## config.mk

```make
export PLATFORM = sky130hd
export DESIGN_NAME = lqa_link_quality
export DESIGN_NICKNAME = d
export VERILOG_FILES = /design/src/lqa_pkg.sv /design/src/lqa_link_quality.sv /design/src/lqa_limit_cmp.sv
export SDC_FILE = /design/constraint.sdc
export NUM_CORES = 1
export LEC_CHECK = 0
export BUFFER_PORTS_ARGS = -buffer_cell sky130_fd_sc_hd__buf_2
export CORE_MARGIN = 4
export CORE_UTILIZATION = 52
export DETAILED_ROUTE_END_ITERATION = 6
export GPL_TIMING_DRIVEN = 1
export HOLD_SLACK_MARGIN = 0.15
export PLACE_DENSITY = 0.8
export SLEW_MARGIN = 20
export SYNTH_ARGS = -nofsm -noshare
export SYNTH_HDL_FRONTEND = slang
export SYNTH_SLANG_ARGS = --single-unit
```

## constraint.sdc

```tcl
create_clock -name mclk -period 2.35 [get_ports mclk]
set_input_delay 0.705 -clock mclk [delete_from_list [all_inputs] [get_ports mclk]]
set_output_delay 0.705 -clock mclk [all_outputs]
set_load 0.01 [all_outputs]
```

## src/lqa_pkg.sv

```systemverilog
// Purpose: shared constants for the link quality threshold access block
// Assumes: 32-bit AHB-Lite register bus, one 16-bit register in the low half
// Notes: offsets are byte addresses; the register index is kept too
`default_nettype none
package lqa_pkg;
  // register index and its byte address, four times the index
  localparam logic [7:0]  LQ_DATA_INDEX    = 8'h1e;
  localparam logic [9:0]  LQ_DATA_ADDR     = {LQ_DATA_INDEX, 2'b00};
  // extra registers of this block
  localparam logic [9:0]  PARAM_LIVE_ADDR  = 10'h100;  // live parameter inputs, read only
  localparam logic [9:0]  WARN_ADDR        = 10'h104;  // warning flags, clear on read
  localparam logic [9:0]  MON_CTRL_ADDR    = 10'h108;  // bit0 monitor enable
  // field positions
  localparam int          SAMPLE_BIT       = 13;
  localparam int          WSTROBE_BIT      = 12;
  localparam int          SEL_HI           = 11;
  localparam int          SEL_LO           = 9;
  localparam int          LIMIT_SEL_BIT    = 8;
  // counts and reset values
  localparam int          NUM_PARAMS       = 5;
  localparam int          NUM_LIMITS       = 10;
  localparam logic [15:0] LQ_DATA_RESET    = 16'h0000;
  localparam logic [7:0]  LIMIT_RESET      = 8'h00;
  localparam logic [7:0]  LIMIT_MAX        = 8'hff;
  localparam logic [7:0]  LIMIT_MIN        = 8'h00;
  localparam logic [15:0] RESERVED_MASK    = 16'hc000;
  // parameter selector codes
  typedef enum logic [2:0]
  {
    SEL_EQ_C1    = 3'h0,
    SEL_GAIN     = 3'h1,
    SEL_BASELINE = 3'h2,
    SEL_FREQ_OFS = 3'h3,
    SEL_FREQ_CTL = 3'h4
  } lqa_param_t;
endpackage
`default_nettype wire

```

## src/lqa_link_quality.sv

```systemverilog
// Purpose: link quality data register with threshold store and sampling
// Assumes: live parameter values come from logic on mclk
// Notes: AHB-Lite slave, zero wait states, always OKAY
//
// The AHB-Lite register port was chosen for this implementation.
`timescale 1ns/100ps
`default_nettype none
module lqa_link_quality
#(
  parameter int NPARAM = 5
)
(
  input  wire logic                mclk,
  input  wire logic                sys_rst,
  input  wire logic                hsel,
  input  wire logic [31:0]         haddr,
  input  wire logic [1:0]          htrans,
  input  wire logic                hwrite,
  input  wire logic [2:0]          hsize,
  input  wire logic [31:0]         hwdata,
  input  wire logic                hready,
  output logic      [31:0]         hrdata,
  output logic                     hreadyout,
  output logic                     hresp,
  input  wire logic [NPARAM*8-1:0] paramLive,
  input  wire logic                powerDown,
  output logic                     warnIrq
);
  ////////////////////////////////////////////////////////////////////////
  // state
  typedef struct packed
  {
    logic                       wrPend;   // data phase of a write
    logic                       rdPend;   // data phase of a read
    logic [9:0]                 addr;     // latched address
    logic [15:0]                ctrl;     // control and data fields
    logic [7:0]                 sampled;  // frozen sample
    logic [NPARAM*2-1:0][7:0]   limits;   // low at 2i, high at 2i+1
    logic [NPARAM*2-1:0]        warn;     // sticky warning flags
    logic                       monEn;    // monitor enable
    logic                       irq;      // interrupt level
    logic [31:0]                rdata;    // read data
  } lqa_state_t;

  lqa_state_t st_r;   // registered state
  lqa_state_t st_nxt; // next state

  logic [NPARAM*2-1:0] hitVec;     // raw limit crossings
  logic                addrPhase;  // valid address phase
  logic [3:0]          limIdx;     // selected limit index
  logic [7:0]          selLive;    // live value of selected parameter
  logic [2:0]          selCode;    // selected parameter code
  logic [15:0]         wrVal;      // write data, low half

  ////////////////////////////////////////////////////////////////////////
  // one comparator per parameter
  genvar g;
  generate
    for (g = 0; g < NPARAM; g++)
    begin : g_cmp
      lqa_limit_cmp u_cmp
      (
        .liveVal   (paramLive[g*8 +: 8]),
        .lowLimit  (st_r.limits[2*g]),
        .highLimit (st_r.limits[2*g+1]),
        .lowHit    (hitVec[2*g]),
        .highHit   (hitVec[2*g+1])
      );
    end
  endgenerate

  ////////////////////////////////////////////////////////////////////////
  // selection helpers
  always_comb
  begin
    addrPhase = hsel && hready && htrans[1];
    selCode   = st_r.ctrl[lqa_pkg::SEL_HI:lqa_pkg::SEL_LO];
    limIdx    = {selCode, st_r.ctrl[lqa_pkg::LIMIT_SEL_BIT]};
    selLive   = 8'h00;
    // unused selector codes 5..7 read a live value of zero
    case (selCode)
      lqa_pkg::SEL_EQ_C1:    selLive = paramLive[0  +: 8];
      lqa_pkg::SEL_GAIN:     selLive = paramLive[8  +: 8];
      lqa_pkg::SEL_BASELINE: selLive = paramLive[16 +: 8];
      lqa_pkg::SEL_FREQ_OFS: selLive = paramLive[24 +: 8];
      lqa_pkg::SEL_FREQ_CTL: selLive = paramLive[32 +: 8];
      default:               selLive = 8'h00;
    endcase
    wrVal = hwdata[15:0];
  end

  ////////////////////////////////////////////////////////////////////////
  // next state
  always_comb
  begin
    st_nxt        = st_r;
    st_nxt.rdPend = 1'b0;
    st_nxt.wrPend = 1'b0;
    // warnings set while enabled; set beats clear-on-read below
    if (st_r.rdPend && st_r.addr == lqa_pkg::WARN_ADDR)
    begin
      st_nxt.warn = '0;
    end
    if (st_r.monEn)
    begin
      st_nxt.warn = st_nxt.warn | hitVec;
    end
    st_nxt.irq = |st_nxt.warn;
    // register write in data phase
    if (st_r.wrPend)
    begin
      case (st_r.addr)
        lqa_pkg::LQ_DATA_ADDR:
        begin
          // top bits dropped, strobe never stored
          st_nxt.ctrl = wrVal & ~lqa_pkg::RESERVED_MASK;
          st_nxt.ctrl[lqa_pkg::WSTROBE_BIT] = 1'b0;
          if (wrVal[lqa_pkg::WSTROBE_BIT] && !powerDown &&
              wrVal[lqa_pkg::SEL_HI:lqa_pkg::SEL_LO] < 3'(NPARAM))
          begin
            // new selector and data take effect together
            st_nxt.limits[{wrVal[lqa_pkg::SEL_HI:lqa_pkg::SEL_LO],
                           wrVal[lqa_pkg::LIMIT_SEL_BIT]}] = wrVal[7:0];
          end
          if (wrVal[lqa_pkg::SAMPLE_BIT])
          begin
            // fresh sequence: capture the newly selected parameter
            case (wrVal[lqa_pkg::SEL_HI:lqa_pkg::SEL_LO])
              lqa_pkg::SEL_EQ_C1:    st_nxt.sampled = paramLive[0  +: 8];
              lqa_pkg::SEL_GAIN:     st_nxt.sampled = paramLive[8  +: 8];
              lqa_pkg::SEL_BASELINE: st_nxt.sampled = paramLive[16 +: 8];
              lqa_pkg::SEL_FREQ_OFS: st_nxt.sampled = paramLive[24 +: 8];
              lqa_pkg::SEL_FREQ_CTL: st_nxt.sampled = paramLive[32 +: 8];
              default:               st_nxt.sampled = 8'h00;
            endcase
          end
        end
        lqa_pkg::MON_CTRL_ADDR:
        begin
          st_nxt.monEn = hwdata[0];
        end
        default:
        begin
          // unmapped or read-only: write ignored
        end
      endcase
    end
    // address phase latch
    if (addrPhase)
    begin
      st_nxt.addr   = haddr[9:0];
      st_nxt.wrPend = hwrite;
      st_nxt.rdPend = !hwrite;
      st_nxt.rdata  = 32'h0000_0000;
      case (haddr[9:0])
        lqa_pkg::LQ_DATA_ADDR:
        begin
          // the strobe and reserved bits are never held, so read as zero
          st_nxt.rdata[15:8] = st_r.ctrl[15:8];
          if (st_r.ctrl[lqa_pkg::SAMPLE_BIT])
          begin
            st_nxt.rdata[7:0] = st_r.sampled;
          end
          else if (selCode < 3'(NPARAM))
          begin
            st_nxt.rdata[7:0] = st_r.limits[limIdx];
          end
          else
          begin
            st_nxt.rdata[7:0] = 8'h00;
          end
        end
        lqa_pkg::PARAM_LIVE_ADDR:
        begin
          st_nxt.rdata[7:0] = selLive;
        end
        lqa_pkg::WARN_ADDR:
        begin
          st_nxt.rdata[NPARAM*2-1:0] = st_r.warn;
        end
        lqa_pkg::MON_CTRL_ADDR:
        begin
          st_nxt.rdata[0] = st_r.monEn;
        end
        default:
        begin
          st_nxt.rdata = 32'h0000_0000;
        end
      endcase
    end
  end

  ////////////////////////////////////////////////////////////////////////
  // state register; everything clears to zero
  always_ff @(posedge mclk)
  begin
    if (sys_rst)
    begin
      st_r <= '0;
    end
    else
    begin
      st_r <= st_nxt;
    end
  end

  ////////////////////////////////////////////////////////////////////////
  // outputs
  always_comb
  begin
    hrdata    = st_r.rdata;
    hreadyout = 1'b1;
    hresp     = 1'b0;
    warnIrq   = st_r.irq;
  end

  logic [3:0] limIdxW; // index of the limit being written
  assign limIdxW = {hwdata[11:9], hwdata[8]};
endmodule
`default_nettype wire

```

## src/lqa_limit_cmp.sv

```systemverilog
// Purpose: compare one live parameter with its low and high limits
// Assumes: signed-free 8-bit compare, limits at min or max are disabled
// Notes: purely combinational; instantiated once per parameter
`timescale 1ns/100ps
`default_nettype none
module lqa_limit_cmp
(
  input  wire logic [7:0] liveVal,
  input  wire logic [7:0] lowLimit,
  input  wire logic [7:0] highLimit,
  output logic            lowHit,
  output logic            highHit
);
  // a limit parked at either end of the range is off, whichever side it guards;
  // otherwise a low limit at max or a high limit at min would fire on nearly every value
  always_comb
  begin
    lowHit  = (lowLimit != lqa_pkg::LIMIT_MIN) && (lowLimit != lqa_pkg::LIMIT_MAX)
              && (liveVal < lowLimit);
    highHit = (highLimit != lqa_pkg::LIMIT_MIN) && (highLimit != lqa_pkg::LIMIT_MAX)
              && (liveVal > highLimit);
  end
endmodule
`default_nettype wire

```

==> reports/metrics.cfg <==
[status]
outcome=complete, no violations

[sta]
setup_violations=0
worst_slew_pin_slew_ns=0.638
holdWs_ns=0.450
post-route-period-util_pct=97.1
rsz0062_at_grt=no
fin_skew_ns=0.00950
layout_min_cycle_time_ns=2.28
fmax_ghz=0.438
slew_viol_final=0
hold_viol_final=0
fin_setup_tns_ns=0
slew_headroom_pct=57.5

[placed_design]
gp_congestion=1.00
dp_hpwl_microns=20700
io_buffer_count=84

[synthesis]
yosysTopAreaCellShare_pct=29.8
synth_area_leader_cell=dfxtp_1
ys.flop_type=dfxtp_1
syn_area_sq_um=8720
syn_avg_cell_area_sq_um=8.52
ys_seq_area_share_pct=29.8
async_reset_ff_share_pct=0
synth.distinct_cells=61
synthCells=1024
ys_ff_latch=130
yosysWarnings=0
synth_edf_count=0
synthTopCellsByArea=dfxtp_1 (30%), mux2i_1 (12%), ha_1 (11%), nor2_1 (6.5%), mux4_2 (4.9%)

[die]
die_w_microns=137
start_util_pct=52.8
io_pins=150
die_h_microns=137
core_sq_um=16500
dieArea_sq_um=18900
rows=47

[critical_path]
arrival_ns=2.60
end_kind=flop
critPathKind=reg -> reg
timing.critical_path.required_ns=2.67
crit_path_start_kind=flop
cp_max_fo=5

[layout]
fillCellCount=1366
layout_common_cells=nor2_1 (150), dfxtp_1 (128), mux2i_1 (108)
antenna_cells=0
regArea_sq_um=2610
layout_commonest_cell=nor2_1
utilization_pct=63.2
layout-drive-gt1-share_pct=22.2
multi_input_comb_area_sq_um=5420
syn_to_final_growth_pct=19.9
fin_nets=1348

[drt]
wl_met1_microns=10900
finalWirelength_microns=27800
highest_layer=met5
ant_nets=0
wl_per_cell_microns=20.0
dr.pass1.iters=7
route.met2.wl_microns=12600
drt-vias-per-instance=6.04
first_iter_violations=927
vias=8396
wl_met3_microns=3010
drc=0

[grt]
globalRoute.totalOverflow=0
grt_use_total_pct=29.6
first_global_vias=7957
grt_pass1_wl_microns=42700
grt_start_max_net_pins=99
antenna_found_initial=2

[pwr]
power.density_nw_per_um2=533
pwr-share-seq_pct=39.9
intPower_w=0.00421
power_w=0.00557
combPwrFrac_pct=10.6
ir_drop_uv=547
clock_power_share_pct=49.5
switchingPower_w=0.00136
swShare_pct=24.4
p_leak_nw=4.38

[clock_tree]
clkTransAtPathRegs_ns=0.06
holdBufCountCts=0
cts_max_level=4
cts.path.max_buffers=2
clockRootBuffer=clkbuf_16
clkSinkCount=130
cts_tree=built
numCtsBuffers=17
worstSkewPairLatency_ns=0.42

[job]
maxCapViolCount=0

[hold_path]
hp-class=reg -> reg

timing repair:
action / in CTS / in global routing
setup buffers: 0 / 0
gates resized for setup: 0 / 8
endpoints found under the hold margin: 0 / 0
setup endpoints to repair: 0 / 32
power by group through the flow:
stage / logic, W / registers, W / clock network [W]
floorplan: 0.000322 / 0.00227 / 0
finish: 0.000589 / 0.00223 / 0.00276
CTS: 0.000573 / 0.00223 / 0.00279
global placement: 0.000558 / 0.00227 / 0
global route: 0.000637 / 0.00223 / 0.00290
detailed placement: 0.000569 / 0.00227 / 0
sequential cells by signal (all words and copies together), names as in the netlist:
name     cells
hrdata      13
warnIrq      1
st_r       112
limIdx       4
metrics by stage:
stage | instance area [sq um] | instances | setup slack, ns
2_1_floorplan | 8790 | 1043 | -0.0156
3_3_place_gp | 9810 | 1359 | -0.303
5_1_grt | 10500 | 1391 | 0.000483
6_report | 10500 | 1391 | 0.0673
4_1_cts | 10400 | 1391 | 0.0646
3_5_place_dp | 9810 | 1359 | -0.336
synthesized netlist by cell type (5+ instances only):
| master | n |
|---|---|
| nor2_1 | 150 |
| dfxtp_1 | 130 |
| mux2i_1 | 108 |
| inv_1 | 79 |
| ha_1 | 75 |
| a21oi_1 | 63 |
| nand2_1 | 59 |
| clkbuf_1 | 37 |
| nand4_1 | 36 |
| buf_4 | 35 |
| o21ai_0 | 33 |
| a22oi_1 | 21 |
| nor4_1 | 20 |
| mux4_2 | 19 |
| nor2b_1 | 13 |
| o22ai_1 | 13 |
| nand3_1 | 12 |
| buf_2 | 11 |
| a211oi_1 | 10 |
| a311oi_1 | 7 |
| and2_1 | 6 |
| o211ai_1 | 6 |
| buf_1 | 5 |
| mux2_2 | 5 |
| nand2b_1 | 5 |
path summary, 6_finish.rpt:
path	cells past startpoint	to	start	slack (ns)
min reg2reg	2	hrdata[11]	hrdata[11]	0.45
max reg2reg	9	warnIrq	st_r[77]	0.07
max	9	warnIrq	st_r[77]	0.07
min	2	hrdata[11]	hrdata[11]	0.45
metal layers:
metal | track usage (%) | vias to the layer above
met1 | 37.5 | 3899
met3 | 7.12 | 112
met4 | 14.3 | 4
met5 | 0 | -
met2 | 47.1 | 483
li1 | - | 3898
worst max-delay path: stages (launching register included):
cell and delay [ns]:
dfxtp_1 0.46, inv_1 0.07, ha_1 0.27, o21ai_0 0.08, o21bai_1 0.15, a21oi_1 0.10
nor2_1 0.14, a2bb2oi_1 0.39, nand3_1 0.20, o31a_1 0.32
cell families (layout without fill, tap and decap cells):
kind of cell    count (synthesis)  count (layout)  share of synthesized area (%)
flops                         130             130                           29.8
buf+inv                       168             296                           8.98
mux                           132             132                           18.0
other cells                     2              21                         0.0861
simple gates                  337             337                           19.4
compound gates                180             180                           13.0
fa+ha+maj                      75              75                           10.8
layout make-up:
type | count | share of cell area [%]
inverter | 79 | 2.84
clock inverter | 11 | 1.42
timing repair buffer | 185 | 11.8
tap | 220 | 2.63
clock buffer | 21 | 4.50
multi-input combinational | 745 | 51.9
sequential | 130 | 24.9
Note: power is estimated with default switching activity, not from simulation.
